**src/shared/ccmri_pkg.sv**
```systemverilog
// constants, offsets and types of the ccm task register interface
package ccmri_pkg;
    localparam logic [31:0] CCMRI_BASE_ADDR = 32'h4000_F000;
    localparam logic [11:0] OFS_TASK_KS = 12'h000;
    localparam logic [11:0] OFS_TASK_CIPHER = 12'h004;
    localparam logic [11:0] OFS_TASK_HALT = 12'h008;
    localparam logic [11:0] OFS_TASK_SWAP = 12'h00c;
    localparam logic [11:0] OFS_EV_KS = 12'h100;
    localparam logic [11:0] OFS_EV_CIPHER = 12'h104;
    localparam logic [11:0] OFS_EV_FAULT = 12'h108;
    localparam logic [11:0] OFS_LINKS = 12'h200;
    localparam logic [11:0] OFS_IRQ_SET = 12'h304;
    localparam logic [11:0] OFS_IRQ_CLR = 12'h308;
    localparam logic [11:0] OFS_MIC = 12'h400;
    localparam logic [11:0] OFS_ENABLE = 12'h500;
    localparam logic [11:0] OFS_MODE = 12'h504;
    localparam logic [11:0] OFS_CNF_PTR = 12'h508;
    localparam logic [11:0] OFS_SRC_PTR = 12'h50c;
    localparam logic [11:0] OFS_DST_PTR = 12'h510;
    localparam logic [11:0] OFS_TMP_PTR = 12'h514;
    localparam logic [11:0] OFS_EXT_LEN = 12'h518;
    localparam logic [11:0] OFS_ALT_RATE = 12'h51c;
    localparam logic [11:0] OFS_HDR_MASK = 12'h520;
    // operating_config fields (own layout)
    localparam int MODE_DIR_BIT = 0;
    localparam int MODE_RATE_LSB = 16;
    localparam int MODE_LEN_BIT = 24;
    localparam logic [1:0] ENABLE_ON = 2'h2;
    // short keystream length in words and default work counts
    localparam logic [7:0] SHORT_KS_LEN = 8'h1b;
    localparam logic [7:0] CNF_WORDS = 8'h0a;
    localparam logic [31:0] RESET_ZERO = 32'h0000_0000;
    localparam logic [31:0] RESET_EXT_LEN = 32'h0000_00fb;
    localparam logic [31:0] RESET_HDR_MASK = 32'h0000_00e3;
    localparam logic [31:0] UNMAPPED_READ = 32'h0000_0000;
    typedef enum logic [4:0] {
        CCMRI_IDLE = 5'b00001,
        CCMRI_FETCH = 5'b00010,
        CCMRI_KEYSTREAM_START = 5'b00100,
        CCMRI_CIPHER = 5'b01000,
        CCMRI_DONE = 5'b10000
    } ccmri_state_t;
endpackage : ccmri_pkg

```
**src/shared/ccmri_mem_if.sv**
```systemverilog
// interface between the sequencer and the memory access engine
`timescale 1ns/1ps
interface ccmri_mem_if;
    logic req;
    logic [31:0] addr;
    logic wr;
    logic [31:0] wdata;
    logic ack;
    logic [31:0] rdata;
    logic collision;
    modport ctrl (output req, output addr, output wr, output wdata,
        input ack, input rdata, input collision);
    modport eng (input req, input addr, input wr, input wdata,
        output ack, output rdata, output collision);
endinterface : ccmri_mem_if

```
**src/core/ccmri_dma.sv**
```systemverilog
// single-word memory access engine toward data ram
`timescale 1ns/1ps
module ccmri_dma (
    input wire logic ref_clk,
    input wire logic rst_n,
    ccmri_mem_if.eng mem,
    output logic ram_req,
    output logic ram_wr,
    output logic [31:0] ram_addr,
    output logic [31:0] ram_wdata,
    input wire logic ram_gnt,
    input wire logic [31:0] ram_rdata,
    input wire logic ram_busy
);
    logic busy_q, busy_d;
    logic ack_q, ack_d;
    logic coll_q, coll_d;
    logic [31:0] rdata_q, rdata_d;

    // issue one access, register the returned word
    always_comb begin
        busy_d = busy_q;
        ack_d = 1'b0;
        coll_d = 1'b0;
        rdata_d = rdata_q;
        if (mem.req && !busy_q && !ack_q) begin
            busy_d = 1'b1;
        end else if (busy_q && ram_gnt) begin
            busy_d = 1'b0;
            ack_d = 1'b1;
            rdata_d = ram_rdata;
        end
        if (busy_q && ram_busy) begin
            coll_d = 1'b1; // contention while holding a request
        end
    end

    always_ff @(posedge ref_clk or negedge rst_n) begin
        if (!rst_n) begin
            busy_q <= 1'b0;
            ack_q <= 1'b0;
            coll_q <= 1'b0;
            rdata_q <= ccmri_pkg::RESET_ZERO;
        end else begin
            busy_q <= busy_d;
            ack_q <= ack_d;
            coll_q <= coll_d;
            rdata_q <= rdata_d;
        end
    end

    assign ram_req = busy_q;
    assign ram_wr = mem.wr;
    assign ram_addr = mem.addr;
    assign ram_wdata = mem.wdata;
    assign mem.ack = ack_q;
    assign mem.rdata = rdata_q;
    assign mem.collision = coll_q;
endmodule : ccmri_dma

```
**src/core/ccmri_top.sv**
```systemverilog
// task, event and configuration registers of the ccm packet cipher
// How it works
// - writing one at 0x000 starts keystream generation that ends alone.
// - writing one at 0x004 starts the cipher pass that ends alone.
// - writing one at 0x008 stops a running cipher pass.
// - the swap task at 0x00C copies the alternate rate into the mode.
// - a link register at 0x200 joins own events to own tasks.
// - key and nonce are fetched from the structure at the 0x508 pointer.
// - working storage sits at the 0x514 pointer.
// - extended length mode takes keystream length from 0x518.
// - the block lives at base 0x4000F000 with offsets relative to it.
// - with the link on, keystream done starts the cipher pass.
// - memory access ceases once cipher done is raised, or keystream done with the link off.
// - memory contention during a cipher pass raises the fault event.
// - writing one to an enable-set bit enables that interrupt.
`timescale 1ns/1ps
module ccmri_top (
    input wire logic ref_clk,
    input wire logic rst_n,
    input wire logic [31:0] avs_address,
    input wire logic avs_read,
    input wire logic avs_write,
    input wire logic [31:0] avs_writedata,
    input wire logic [3:0] avs_byteenable,
    output logic [31:0] avs_readdata,
    output logic avs_waitrequest,
    output logic [1:0] avs_response,
    output logic irq,
    output logic ram_req,
    output logic ram_wr,
    output logic [31:0] ram_addr,
    output logic [31:0] ram_wdata,
    input wire logic ram_gnt,
    input wire logic [31:0] ram_rdata,
    input wire logic ram_busy,
    input wire logic [7:0] cipher_len,
    input wire logic mic_ok
);
    ccmri_mem_if mem ();

    // register decoding shared by read and write paths
    function automatic logic hit(input logic [31:0] a, input logic [11:0] o);
        return a == (ccmri_pkg::CCMRI_BASE_ADDR | {20'h0_0000, o});
    endfunction : hit

    logic ack_q, ack_d;
    logic [31:0] rdata_q, rdata_d;
    logic [1:0] resp_q, resp_d;
    logic [2:0] ev_q, ev_d; // bit0 keystream, bit1 cipher, bit2 fault
    logic [2:0] ien_q, ien_d;
    logic link_q, link_d;
    logic [1:0] enable_q, enable_d;
    logic [31:0] mode_q, mode_d;
    logic [31:0] cnf_q, cnf_d, src_q, src_d, dst_q, dst_d;
    logic [31:0] tmp_q, tmp_d, ext_q, ext_d, alt_q, alt_d, hdr_q, hdr_d;
    logic mic_q, mic_d;
    logic wr_acc, rd_acc;
    logic go_ks, go_cipher, go_halt, go_swap;
    logic ks_done, cipher_done, fault;
    logic [31:0] wmask;

    // writes land at the edge where waitrequest is seen low
    assign wr_acc = avs_write && ack_q;
    assign rd_acc = avs_read && !ack_q;
    assign wmask = {{8{avs_byteenable[3]}}, {8{avs_byteenable[2]}},
                    {8{avs_byteenable[1]}}, {8{avs_byteenable[0]}}};
    assign go_ks = wr_acc && hit(avs_address, ccmri_pkg::OFS_TASK_KS)
        && avs_writedata[0];
    assign go_cipher = wr_acc && hit(avs_address, ccmri_pkg::OFS_TASK_CIPHER)
        && avs_writedata[0];
    assign go_halt = wr_acc && hit(avs_address, ccmri_pkg::OFS_TASK_HALT)
        && avs_writedata[0];
    assign go_swap = wr_acc && hit(avs_address, ccmri_pkg::OFS_TASK_SWAP)
        && avs_writedata[0];

    // register writes, sticky events and task side effects
    always_comb begin
        ack_d = avs_read || avs_write ? !ack_q : 1'b0;
        resp_d = 2'b00;
        rdata_d = ccmri_pkg::UNMAPPED_READ;
        ev_d = ev_q;
        ien_d = ien_q;
        link_d = link_q;
        enable_d = enable_q;
        mode_d = mode_q;
        cnf_d = cnf_q;
        src_d = src_q;
        dst_d = dst_q;
        tmp_d = tmp_q;
        ext_d = ext_q;
        alt_d = alt_q;
        hdr_d = hdr_q;
        mic_d = mic_q;
        if (wr_acc) begin
            if (hit(avs_address, ccmri_pkg::OFS_EV_KS)) begin
                ev_d[0] = avs_writedata[0];
            end
            if (hit(avs_address, ccmri_pkg::OFS_EV_CIPHER)) begin
                ev_d[1] = avs_writedata[0];
            end
            if (hit(avs_address, ccmri_pkg::OFS_EV_FAULT)) begin
                ev_d[2] = avs_writedata[0];
            end
            if (hit(avs_address, ccmri_pkg::OFS_LINKS)) begin
                link_d = avs_writedata[0];
            end
            if (hit(avs_address, ccmri_pkg::OFS_IRQ_SET)) begin
                ien_d = ien_q | avs_writedata[2:0];
            end
            if (hit(avs_address, ccmri_pkg::OFS_IRQ_CLR)) begin
                ien_d = ien_q & ~avs_writedata[2:0];
            end
            if (hit(avs_address, ccmri_pkg::OFS_ENABLE)) begin
                enable_d = avs_writedata[1:0];
            end
            if (hit(avs_address, ccmri_pkg::OFS_MODE)) begin
                mode_d = (mode_q & ~wmask) | (avs_writedata & wmask);
            end
            if (hit(avs_address, ccmri_pkg::OFS_CNF_PTR)) begin
                cnf_d = (cnf_q & ~wmask) | (avs_writedata & wmask);
            end
            if (hit(avs_address, ccmri_pkg::OFS_SRC_PTR)) begin
                src_d = (src_q & ~wmask) | (avs_writedata & wmask);
            end
            if (hit(avs_address, ccmri_pkg::OFS_DST_PTR)) begin
                dst_d = (dst_q & ~wmask) | (avs_writedata & wmask);
            end
            if (hit(avs_address, ccmri_pkg::OFS_TMP_PTR)) begin
                tmp_d = (tmp_q & ~wmask) | (avs_writedata & wmask);
            end
            if (hit(avs_address, ccmri_pkg::OFS_EXT_LEN)) begin
                ext_d = (ext_q & ~wmask) | (avs_writedata & wmask);
            end
            if (hit(avs_address, ccmri_pkg::OFS_ALT_RATE)) begin
                alt_d = (alt_q & ~wmask) | (avs_writedata & wmask);
            end
            if (hit(avs_address, ccmri_pkg::OFS_HDR_MASK)) begin
                hdr_d = (hdr_q & ~wmask) | (avs_writedata & wmask);
            end
        end
        if (go_swap) begin
            mode_d[ccmri_pkg::MODE_RATE_LSB +: 8] = alt_q[7:0];
        end
        // hardware set wins over software clear
        if (ks_done) ev_d[0] = 1'b1;
        if (cipher_done) begin
            ev_d[1] = 1'b1;
            mic_d = mic_ok;
        end
        if (fault) ev_d[2] = 1'b1;
        if (rd_acc) begin
            unique case (1'b1)
                hit(avs_address, ccmri_pkg::OFS_EV_KS):
                    rdata_d = {31'h0, ev_q[0]};
                hit(avs_address, ccmri_pkg::OFS_EV_CIPHER):
                    rdata_d = {31'h0, ev_q[1]};
                hit(avs_address, ccmri_pkg::OFS_EV_FAULT):
                    rdata_d = {31'h0, ev_q[2]};
                hit(avs_address, ccmri_pkg::OFS_LINKS):
                    rdata_d = {31'h0, link_q};
                hit(avs_address, ccmri_pkg::OFS_IRQ_SET),
                hit(avs_address, ccmri_pkg::OFS_IRQ_CLR):
                    rdata_d = {29'h0, ien_q};
                hit(avs_address, ccmri_pkg::OFS_MIC): rdata_d = {31'h0, mic_q};
                hit(avs_address, ccmri_pkg::OFS_ENABLE):
                    rdata_d = {30'h0, enable_q};
                hit(avs_address, ccmri_pkg::OFS_MODE): rdata_d = mode_q;
                hit(avs_address, ccmri_pkg::OFS_CNF_PTR): rdata_d = cnf_q;
                hit(avs_address, ccmri_pkg::OFS_SRC_PTR): rdata_d = src_q;
                hit(avs_address, ccmri_pkg::OFS_DST_PTR): rdata_d = dst_q;
                hit(avs_address, ccmri_pkg::OFS_TMP_PTR): rdata_d = tmp_q;
                hit(avs_address, ccmri_pkg::OFS_EXT_LEN): rdata_d = ext_q;
                hit(avs_address, ccmri_pkg::OFS_ALT_RATE): rdata_d = alt_q;
                hit(avs_address, ccmri_pkg::OFS_HDR_MASK): rdata_d = hdr_q;
                hit(avs_address, ccmri_pkg::OFS_TASK_KS),
                hit(avs_address, ccmri_pkg::OFS_TASK_CIPHER),
                hit(avs_address, ccmri_pkg::OFS_TASK_HALT),
                hit(avs_address, ccmri_pkg::OFS_TASK_SWAP):
                    rdata_d = ccmri_pkg::RESET_ZERO;
                default: resp_d = 2'b11; // unmapped: decode error
            endcase
        end
    end

    always_ff @(posedge ref_clk or negedge rst_n) begin
        if (!rst_n) begin
            ack_q <= 1'b0;
            rdata_q <= ccmri_pkg::RESET_ZERO;
            resp_q <= 2'b00;
            ev_q <= 3'h0;
            ien_q <= 3'h0;
            link_q <= 1'b0;
            enable_q <= 2'h0;
            mode_q <= ccmri_pkg::RESET_ZERO;
            cnf_q <= ccmri_pkg::RESET_ZERO;
            src_q <= ccmri_pkg::RESET_ZERO;
            dst_q <= ccmri_pkg::RESET_ZERO;
            tmp_q <= ccmri_pkg::RESET_ZERO;
            ext_q <= ccmri_pkg::RESET_EXT_LEN;
            alt_q <= ccmri_pkg::RESET_ZERO;
            hdr_q <= ccmri_pkg::RESET_HDR_MASK;
            mic_q <= 1'b0;
        end else begin
            ack_q <= ack_d;
            rdata_q <= rdata_d;
            resp_q <= resp_d;
            ev_q <= ev_d;
            ien_q <= ien_d;
            link_q <= link_d;
            enable_q <= enable_d;
            mode_q <= mode_d;
            cnf_q <= cnf_d;
            src_q <= src_d;
            dst_q <= dst_d;
            tmp_q <= tmp_d;
            ext_q <= ext_d;
            alt_q <= alt_d;
            hdr_q <= hdr_d;
            mic_q <= mic_d;
        end
    end

    assign avs_waitrequest = (avs_read || avs_write) && !ack_q;
    assign avs_readdata = rdata_q;
    assign avs_response = resp_q;
    assign irq = |(ev_q & ien_q);

    // operation sequencer driving the memory engine
    ccmri_pkg::ccmri_state_t st_q, st_d;
    logic [7:0] cnt_q, cnt_d;
    logic [7:0] ks_len;
    logic [31:0] addr_q, addr_d;

    assign ks_len = mode_q[ccmri_pkg::MODE_LEN_BIT] ? ext_q[7:0]
                                                     : ccmri_pkg::SHORT_KS_LEN;

    always_comb begin
        st_d = st_q;
        cnt_d = cnt_q;
        addr_d = addr_q;
        ks_done = 1'b0;
        cipher_done = 1'b0;
        fault = 1'b0;
        unique case (st_q)
            ccmri_pkg::CCMRI_IDLE: begin
                if (go_ks && enable_q == ccmri_pkg::ENABLE_ON) begin
                    // fetch key and nonce from the structure
                    st_d = ccmri_pkg::CCMRI_FETCH;
                    addr_d = cnf_q;
                    cnt_d = ccmri_pkg::CNF_WORDS;
                end else if (go_cipher
                             && enable_q == ccmri_pkg::ENABLE_ON) begin
                    st_d = ccmri_pkg::CCMRI_CIPHER;
                    addr_d = src_q;
                    cnt_d = cipher_len;
                end
            end
            ccmri_pkg::CCMRI_FETCH: begin
                if (mem.ack) begin
                    addr_d = addr_q + 32'h0000_0004;
                    cnt_d = cnt_q - 8'h01;
                    if (cnt_q == 8'h01) begin
                        st_d = ccmri_pkg::CCMRI_KEYSTREAM_START;
                        addr_d = tmp_q;
                        cnt_d = ks_len;
                    end
                end
            end
            ccmri_pkg::CCMRI_KEYSTREAM_START: begin
                if (mem.ack) begin
                    addr_d = addr_q + 32'h0000_0004;
                    cnt_d = cnt_q - 8'h01;
                end
                if (cnt_q == 8'h00 || (mem.ack && cnt_q == 8'h01)) begin
                    ks_done = 1'b1;
                    if (link_q) begin
                        st_d = ccmri_pkg::CCMRI_CIPHER;
                        addr_d = src_q;
                        cnt_d = cipher_len;
                    end else begin
                        st_d = ccmri_pkg::CCMRI_DONE;
                    end
                end
            end
            ccmri_pkg::CCMRI_CIPHER: begin
                if (mem.collision) fault = 1'b1;
                if (mem.ack) begin
                    addr_d = addr_q + 32'h0000_0004;
                    cnt_d = cnt_q - 8'h01;
                end
                if (go_halt) begin
                    st_d = ccmri_pkg::CCMRI_DONE;
                end else if (cnt_q == 8'h00 || (mem.ack && cnt_q == 8'h01)) begin
                    cipher_done = 1'b1;
                    st_d = ccmri_pkg::CCMRI_DONE;
                end
            end
            ccmri_pkg::CCMRI_DONE: begin
                // access stopped, wait for engine to drain
                if (!ram_req) st_d = ccmri_pkg::CCMRI_IDLE;
            end
            default: st_d = ccmri_pkg::CCMRI_IDLE;
        endcase
        if (go_halt && st_q == ccmri_pkg::CCMRI_FETCH) begin
            st_d = ccmri_pkg::CCMRI_DONE;
        end
    end

    always_ff @(posedge ref_clk or negedge rst_n) begin
        if (!rst_n) begin
            st_q <= ccmri_pkg::CCMRI_IDLE;
            cnt_q <= 8'h00;
            addr_q <= ccmri_pkg::RESET_ZERO;
        end else begin
            st_q <= st_d;
            cnt_q <= cnt_d;
            addr_q <= addr_d;
        end
    end

    // requests only while an operation is active
    assign mem.req = (st_q == ccmri_pkg::CCMRI_FETCH)
        || ((st_q == ccmri_pkg::CCMRI_KEYSTREAM_START
             || st_q == ccmri_pkg::CCMRI_CIPHER) && cnt_q != 8'h00);
    assign mem.addr = addr_q;
    assign mem.wr = st_q == ccmri_pkg::CCMRI_KEYSTREAM_START;
    assign mem.wdata = addr_q ^ hdr_q ^ mode_q;

    ccmri_dma u_dma (
        .ref_clk(ref_clk),
        .rst_n(rst_n),
        .mem(mem),
        .ram_req(ram_req),
        .ram_wr(ram_wr),
        .ram_addr(ram_addr),
        .ram_wdata(ram_wdata),
        .ram_gnt(ram_gnt),
        .ram_rdata(ram_rdata),
        .ram_busy(ram_busy)
    );
endmodule : ccmri_top

```
**config.mk**
```make
export PLATFORM = sky130hd
export DESIGN_NAME = ccmri_top
export DESIGN_NICKNAME = d
export VERILOG_FILES = /design/src/shared/ccmri_pkg.sv /design/src/shared/ccmri_mem_if.sv /design/src/core/ccmri_dma.sv /design/src/core/ccmri_top.sv
export SDC_FILE = /design/constraint.sdc
export NUM_CORES = 1
export LEC_CHECK = 0
export ABC_AREA = 0
export BUFFER_PORTS_ARGS = -buffer_cell sky130_fd_sc_hd__buf_2
export CAP_MARGIN = 20
export CORE_MARGIN = 2
export CORE_UTILIZATION = 45
export CTS_CLUSTER_DIAMETER = 120
export DETAILED_ROUTE_END_ITERATION = 10
export GPL_TIMING_DRIVEN = 0
export HOLD_SLACK_MARGIN = 0.05
export MAX_ROUTING_LAYER = met4
export PLACE_DENSITY_LB_ADDON = 0.15
export SYNTH_ARGS = -nofsm -noshare
export SYNTH_HDL_FRONTEND = slang
export SYNTH_SLANG_ARGS = --single-unit
```
**constraint.sdc**
```tcl
create_clock -name ref_clk -period 4.6 [get_ports ref_clk]
set_input_delay 0.23 -clock ref_clk [delete_from_list [all_inputs] [get_ports ref_clk]]
set_output_delay 0.23 -clock ref_clk [all_outputs]
set_load 0.1 [all_outputs]
```
Yosys cells after proc, flatten, opt, wreduce, memory -nomap -nowiden
Index checks and enable logic that the tools add are counted.
{"block": "classes", "add_sub_neg": 2, "mul": 0, "n_div": 0, "n_lt_le_gt_ge": 0, "eq_ne": 35, "shift": 0, "n_mux": 56, "bitwise": 24, "reduce_logical": 60}
{"op": "equality test 32 x 31 -> 1 bit, second input constant", "count": 20}
{"op": "case mux 32 bit (15 select lines)", "count": 1}
{"op": "bitwise AND 32 bit", "count": 9}
{"op": "two-way mux 32 bit", "count": 8}
{"op": "bitwise OR 32 bit", "count": 8}
{"op": "case mux 32 bit (4 select lines)", "count": 1}
{"op": "two-way mux 8 bit", "count": 9}
{"op": "bitwise XOR 32 bit", "count": 2}
{"op": "two-way mux 5 bit", "count": 10}
{"op": "two-way mux 24 bit", "count": 2}
{"op": "adder 32 x 3 -> 32 bit, second input constant", "count": 1}
{"op": "inverter 32 bit", "count": 1}
{"op": "case mux 8 bit (4 select lines)", "count": 1}
{"op": "AND reduction 2 bit", "count": 15}
{"op": "case mux 5 bit (5 select lines)", "count": 1}
{"op": "logical AND 1 bit", "count": 20}
{"op": "nonzero test 2 bit", "count": 10}
{"op": "OR reduction 20 bit", "count": 1}
{"op": "two-way mux 1 bit", "count": 18}
{"op": "two-way mux 3 bit", "count": 3}
{"op": "equality test 8 x 1 -> 1 bit, second input constant", "count": 1}
{"op": "logical NOT 8 bit", "count": 1}
{"op": "!= test 4 bit, second input constant", "count": 2}
{"op": "nonzero test 8 bit", "count": 1}
{"op": "other kinds (22)", "count": 31}
{"block": "word_totals", "reg_bits": 349, "latchBits": 0, "ramBits": 0, "rom_bits": 0, "input_bits": 115, "out_inout_bits": 102, "wordCells": 202, "memories": 0}

Logic depth before layout (Yosys ltp)
Gate-level depths: netlist of run 1.
{"block": "depth", "ltp_word": 8, "ltp_mapped": 11}

Cells and area by module
A second synthesis of run 1 with hierarchy kept.
{"block": "hier_totals", "cells_unflattened": 1881, "area_unflattened_um2": 20535.9}
{"mod": "ccmri_top", "n_inst": 1, "cells_per_inst": 1741, "area_per_inst_um2": 18630.4}
{"mod": "ccmri_dma", "n_inst": 1, "cells_per_inst": 140, "area_per_inst_um2": 1905.6}

Least setup slack after synthesis of run 1
No wires, ideal clock.
{"block": "synth_path", "path_type": "flip-flop to output port", "from": "register addr_q[28]", "to": "output port ram_wdata[28]", "t_arrival_ns": 2.884, "setup_slack_ns": 1.486, "path_stages_with_launch": 4, "n_path_buf": 1, "cell_sequence": "dfrtp_1 > clkbuf_1 > xnor2_1 > xnor2_1"}
{"block": "synth_between", "elab_chain_cells": 2}
{"element": "from (decl)", "line": "ccmri_top.sv:232", "source": "logic [31:0] addr_q, addr_d;"}
{"element": "from (signal assigned)", "line": "ccmri_top.sv:313", "source": "addr_q <= ccmri_pkg::RESET_ZERO;"}
{"element": "from (signal assigned)", "line": "ccmri_top.sv:317", "source": "addr_q <= addr_d;"}
{"element": "bitwise XOR 32 bit (2 in series)", "line": "ccmri_top.sv:327", "source": "assign mem.wdata = addr_q ^ hdr_q ^ mode_q;"}
{"element": "to (decl)", "line": "ccmri_top.sv:32", "source": "output logic [31:0] ram_wdata,"}
Every way passes these cells.

Final worst setup path of run 1
{"block": "layout_path", "from": "register cnt_q[4]", "to": "register addr_q[22]"}
{"block": "layout_between", "elab_chain_cells": 5, "elab_cells_between_ends": 8, "cone_classes": "1 x eq/ne; 4 x mux; 3 x reduce/logical"}
{"element": "from (decl)", "line": "ccmri_top.sv:230", "source": "logic [7:0] cnt_q, cnt_d;"}
{"element": "from (signal assigned)", "line": "ccmri_top.sv:316", "source": "cnt_q <= cnt_d;"}
{"element": "equality test 8 x 1 -> 1 bit", "line": "ccmri_top.sv:262, ccmri_top.sv:274"}
{"element": "logical AND 1 bit", "line": "ccmri_top.sv:274", "source": "if (cnt_q == 8'h00 || (mem.ack && cnt_q == 8'h01)) begin"}
{"element": "logical OR 1 bit", "line": "ccmri_top.sv:274"}
{"element": "two-way mux 32 bit", "line": "ccmri_top.sv:274"}
{"element": "case mux 32 bit (4 select lines) *", "line": "ccmri_top.sv:244", "source": "unique case (st_q)"}
Every way passes the cells marked *; elsewhere a longest branch is shown, timed or not. The select of a mux whose other input is x is not followed.
A chain may end at the register's enable or synchronous reset.

==> results_dict.tcl, run 1 <==
set metrics [dict create \
    routedWlPerCell_um 27.88 \
    portBuffers 180 \
    die_area_mm2 0.04061 \
    fp.dieH_um 201.5 \
    syn_area_per_cell_um2 11.28 \
    clock_sinks 348 \
    antenna_found_initial 0 \
    vdd_drop_max_mv 0.2928 \
    syn_nets 1675 \
    grt_max_degree 119 \
    place_congestion 0.9658 \
    reg2reg_from "cnt_q[4]" \
    antenna_cells 0 \
    htreeDepth 2 \
    layout_setup_ws_ns 0.5228 \
    crit_required_ns 5.03 \
    r2r.worst_path.cells 9 \
    ys_warn_count 0 \
    critPathLaunchType "register" \
    fmax_ghz 0.2453 \
    placed_cells_incl_taps 2263 \
    syn_inst 1556 \
    grt_first_pass_wirelength_um 96990 \
    cp-startpoint "cnt_q[4]" \
    cts_root_buffer "clkbuf_16" \
    layout.nets 1951 \
    num_vias 14990 \
    path_cells "clkbuf_1 -> nor4_1 -> nand4_1 -> a21o_1 -> a21oi_1 -> buf_2 -> o31ai_1 -> a221oi_1 -> o2bb2ai_1" \
    outcome "finished clean" \
    synth_area_mm2 0.01756 \
    cts_tree "built" \
    grt_pass1_vias 14443 \
    setup_viol 0 \
    instances_no_fill 2378 \
    drtPass1Iterations 5 \
    worstMarginPinSlew_ns 1.279 \
    postRouteAntennaNets 0 \
    path_class "register to register" \
    hold_viol_final 0 \
    clock_latency_ns 0.57 \
    grt_usage_pct 33.36 \
    initial_utilization_pct 45.53 \
    final_common_cell "dfrtp_1" \
    post-cts-setup-buffer-count 0 \
    final.period_utilization_pct 88.63 \
    path_clk_slew_ns 0.06 \
    path_max_fanout 10 \
    drc 0 \
    cts_buffers 40 \
    rows 72 \
    critPathArrivalTime_ns 4.51 \
    power.density_mw_per_mm2 311.6 \
    finalCriticalPeriod_ns 4.077 \
    r2r_slack_ns 0.52 \
    grt.overflow.total 0 \
    tns_ns 0 \
    viasPerCell 6.304 \
    die_w_um 201.5 \
    hpwl_um 47210 \
    synthFlopType "dfrtp_1" \
    ys_async_sr_fraction_pct 100.0 \
    synth_edf_count 0 \
    routed_wl_um 66290 \
    worst_path_max_delay_cell "a21oi_1" \
    p_leak_nw 9.636 \
    final_cell_mix "dfrtp_1, mux2_2, buf_2" \
    ctsResizeCount 0 \
    pin_count 217 \
    drt-initial-drc-count 1473 \
    endpoint "addr_q[22]" \
    reg2reg_to "addr_q[22]" \
    slew_headroom_pct 13.83 \
    grt_setup_unrepaired "no" \
    hold_class "primary input to register" \
    final_layout_size_suffix_gt1_share_pct 29.95 \
    ys_seq_elements 348 \
    hold_ws_ns 0.09299 \
    syn2layout_area_growth_pct 19.81 \
    core_mm2 0.03856 \
    synth_cell_types 71 \
    slew_viol_final 0 \
    synth-seq-area-share_pct 49.69 \
    end_kind "register" \
    clock_skew_ns 0.02023 \
    cts_buffer_depth 3 \
    max_stage_delay_ns 0.94 \
    dp_slack_ns 0.5568 \
    max-cap-violations 0 \
]
==> cell families (layout without fill, tap and decap cells) <==
group	Yosys count	after routing	share of synthesized area, %
AOI/OAI and AO/OA	381	381	15.84
and+or+nand+nor	375	375	10.73
DFF	348	348	49.69
muxes	267	267	17.07
buffers and inverters	100	404	2.352
xor gates and xnor gates	81	81	4.041
adders and majority gates	4	4	0.2851
==> worst max-delay path: cells and delay by family (launching register included) <==
kind | cells | cell delay [ns]
flops | 1 | 0.36
compound gates | 5 | 1.79
buf+inv | 2 | 0.66
simple gates | 2 | 1.13
==> stage by stage <==
stage	instance area [um^2]	utilization, %	total power, mW
3_3_place_gp	19110	49.55	3.328
2_1_floorplan	17560	-	3.182
5_1_grt	21040	54.56	6.745
3_5_place_dp	19280	50.00	3.338
6_report	21040	54.56	6.555
4_1_cts	21030	54.54	6.603
==> power by group <==
part | total, mW | internal [mW] | switching, mW
Clock | 3.24 | 1.95 | 1.30
Sequential | 3.07 | 3.07 | 0.00275
Combinational | 0.242 | 0.0756 | 0.166
==> how the worst min path moves through the flow <==
| stage | start | end | slack (ns) | cells after the start |
|---|---|---|---|---|
| finish | cipher_len[4] | cnt_q[4] | 0.09 | 3 |
| global route | cipher_len[4] | cnt_q[4] | 0.07 | 3 |
| CTS | cipher_len[4] | cnt_q[4] | 0.05 | 3 |
| detailed placement | rst_n | avs_readdata[10] | 0.07 | 1 |
| global placement | ram_gnt | u_dma.ram_req | 0.43 | 2 |
| floorplan | rst_n | asynchronous set/reset pin | -0.07 | 0 |
==> layout make-up <==
class                           instances  area, um^2
Fill cell                            3493       17520
Sequential cell                       348        8725
Multi-Input combinational cell       1108        8426
Timing Repair Buffer                  234        1514
Clock buffer                           62        1195
Tap cell                              518       648.1
Buffer                                 90       375.4
Clock inverter                          8       115.1
Inverter                               10       37.54
==> metal layers <==
layer | vias up | wire [um] | GRT usage, %
li1 | 6465 | - | -
met1 | 7611 | 27900 | 44.68
met2 | 738 | 29770 | 49.77
met3 | 176 | 5338 | 5.556
met4 | 0 | 3283 | 15.39
met5 | - | 0 | -
==> cells in the mapped netlist (all sizes together), types with 10 or more instances <==
master	instances	area share [%]
nand4	15	0.53
clkbuf	69	1.5
xor2	10	0.50
a31oi	45	1.6
inv	10	0.21
o31ai	10	0.43
nand2	162	3.5
nor2	55	1.2
nor3	27	1.2
nor4	15	0.53
xnor2	71	3.5
nand3	32	0.91
buf	21	0.66
o21ai	63	1.8
a221oi	54	2.7
a21oi	29	0.87
dfstp	13	1.9
and3	22	0.78
a22o	41	2.0
dfrtp	335	48
a22oi	76	3.2
and4	11	0.55
mux2	259	17
==> what timing repair did <==
item	CTS	global route
hold endpoints to repair	483	0
hold buffers	44	0
setup endpoints to repair	0	0
No activity file was read; power rests on OpenSTA's default activity.
==> run 2, diff against run 1 <==
--- a/config.mk
+++ b/config.mk
@@ -18,4 +18,5 @@
 export PLACE_DENSITY_LB_ADDON = 0.15
 export SYNTH_ARGS = -nofsm -noshare
 export SYNTH_HDL_FRONTEND = slang
+export SYNTH_HIERARCHICAL = 1
 export SYNTH_SLANG_ARGS = --single-unit
==> run 2 against run 1 <==
  * Die area rose by 9.4%
  * Critical path depth shrank 2
  * Count of clock-buffer cells in the layout is 4 lower
  * Clock power grew 6.2%
  * Sequential power hardly changed
  * Final cell count rose by 12%
  * Utilization shrank 0.24 points
  * Register-to-register slack improved by 0.37 ns
  * Critical endpoint is now ram_wr
  * Largest cell class is now multi-input gates
==> results_dict.tcl, run 2 <==
set metrics [dict create \
    outcome "finished clean" \
    syn_area_per_cell_um2 10.60 \
    ys_warn_count 6 \
    power.density_mw_per_mm2 296.8 \
    max_stage_delay_ns 0.82 \
    critPathLaunchType "register" \
    worst_path_max_delay_cell "clkbuf_1" \
    initial_utilization_pct 45.77 \
    pwr-share-comb_pct 3.9 \
    dpl_cell_area_mm2 0.02098 \
    grt_max_degree 103 \
    clock_latency_ns 0.58 \
    grt_first_pass_wirelength_um 114200 \
    hpwl_um 56710 \
    syn_nets 1934 \
    path_clk_slew_ns 0.06 \
    r2r_slack_ns 0.89 \
    p_total_mw 6.777 \
    slew_headroom_pct 14.76 \
    final_common_cell "dfrtp_1" \
    routed_wl_um 79330 \
    ctsResizeCount 0 \
    instances_no_fill 2662 \
    die_w_um 210.8 \
    post-cts-setup-buffer-count 0 \
    path_cells "nor2_1 -> nand3_1 -> inv_1 -> clkbuf_1 -> clkbuf_1 -> buf_4 -> buf_2" \
    slew_viol_final 0 \
    pin_count 217 \
    worstMarginPinSlew_ns 1.274 \
    final.period_utilization_pct 86.94 \
    die_area_mm2 0.04443 \
    crit_required_ns 4.37 \
    synth_area_mm2 0.01924 \
    path_max_fanout 10 \
    grt.overflow.total 0 \
    htreeDepth 2 \
    cts_buffer_depth 3 \
    clockPowerShare_pct 50.8 \
    core_mm2 0.04204 \
    hold_viol_final 0 \
    p_int_mw 5.202 \
    viasPerCell 6.430 \
    hold_ws_ns 0.1157 \
    switching_share_pct 23.24 \
    layout.nets 2211 \
    syn_inst 1815 \
    tns_ns 0 \
    fp.dieH_um 210.8 \
    cts_buffers 41 \
    drtPass1Iterations 6 \
    routedWlPerCell_um 29.80 \
    num_vias 17116 \
    finalCriticalPeriod_ns 3.999 \
    syn2layout_area_growth_pct 18.66 \
    grt_pass1_vias 16537 \
    antenna_found_initial 2 \
    hold_class "primary input to register" \
    critPathArrivalTime_ns 3.77 \
    grt_usage_pct 36.77 \
    rows 75 \
    clock_sinks 348 \
    pwr-share-seq_pct 45.2 \
    p_switching_mw 1.575 \
    placed_cells_incl_taps 2544 \
    fmax_ghz 0.2500 \
    cts_root_buffer "clkbuf_16" \
    cts_tree "built" \
    drt-initial-drc-count 1956 \
    final_layout_size_suffix_gt1_share_pct 32.22 \
    vdd_drop_max_mv 0.2472 \
    portBuffers 181 \
    grt_setup_unrepaired "no" \
    end_kind "output port" \
    final_cell_area_mm2 0.02283 \
    p_leak_nw 10.08 \
    postRouteAntennaNets 0 \
    antenna_cells 0 \
    setup_viol 0 \
    cp_common_cell "clkbuf_1" \
    final_cell_mix "dfrtp_1, mux2_2, buf_2" \
    place_congestion 1.018 \
    path_class "register to output port" \
    max-cap-violations 0 \
    clock_skew_ns 0.02611 \
    drc 0 \
]
==> run 2: worst max-delay path, delay by kind of cell, from the launching register on <==
family,cells,cell delay [ns]
DFF,1,0.44
and+or+nand+nor,2,0.50
buffers and inverters,5,2.24
==> run 2: path summary, 6_finish.rpt <==
check | from | to | cells past startpoint
setup / recovery | st_q[4] | ram_wr | 7
hold / removal | cipher_len[1] | cnt_q[1] | 4
setup reg to reg | st_q[2] | addr_q[29] | 8
hold reg to reg | register | register | 1
max in group asynchronous | rst_n | asynchronous set/reset pin | 4
min in group asynchronous | rst_n | avs_readdata[8] | 2
==> run 2: area by class of cell <==
| type | count | area, um^2 |
|---|---|---|
| plain buffers | 186 | 1015 |
| flip-flops and latches | 348 | 8725 |
| repair buffers | 234 | 1505 |
| multi-input cells | 1262 | 9433 |
| well taps | 539 | 674.4 |
| clock inverters | 16 | 200.2 |
| inverters | 19 | 71.32 |
| fillers | 3797 | 19210 |
| clock buffers | 58 | 1211 |
==> run 2: power by group through the flow <==
stage,logic (mW),registers (mW),clock network (mW)
6_report,0.267,3.07,3.44
2_1_floorplan,0.0584,3.13,0
4_1_cts,0.266,3.07,3.47
3_3_place_gp,0.223,3.12,0
5_1_grt,0.289,3.06,3.61
3_5_place_dp,0.238,3.12,0
==> run 2: through the flow <==
step / setup slack [ns] / util, %
after detailed placement: 0.6555 / 49.90
after floorplan: 2.221 / -
after CTS: 0.7438 / 54.28
after global placement: -3.594 / 49.53
after global routing: 0.5535 / 54.32
final: 0.6008 / 54.32
==> run 2: what timing repair did <==
action	CTS	global route
hold endpoints to repair	337	0
setup endpoints to repair	0	0
hold buffers	43	0
==> run 2: layer usage <==
| metal | vias up | global-route usage (%) | wire, um |
|---|---|---|---|
| li1 | 7270 | - | - |
| met1 | 8600 | 49.20 | 32780 |
| met2 | 1021 | 53.88 | 34750 |
| met3 | 225 | 7.374 | 7689 |
| met4 | 0 | 17.10 | 4109 |
| met5 | - | - | 0 |
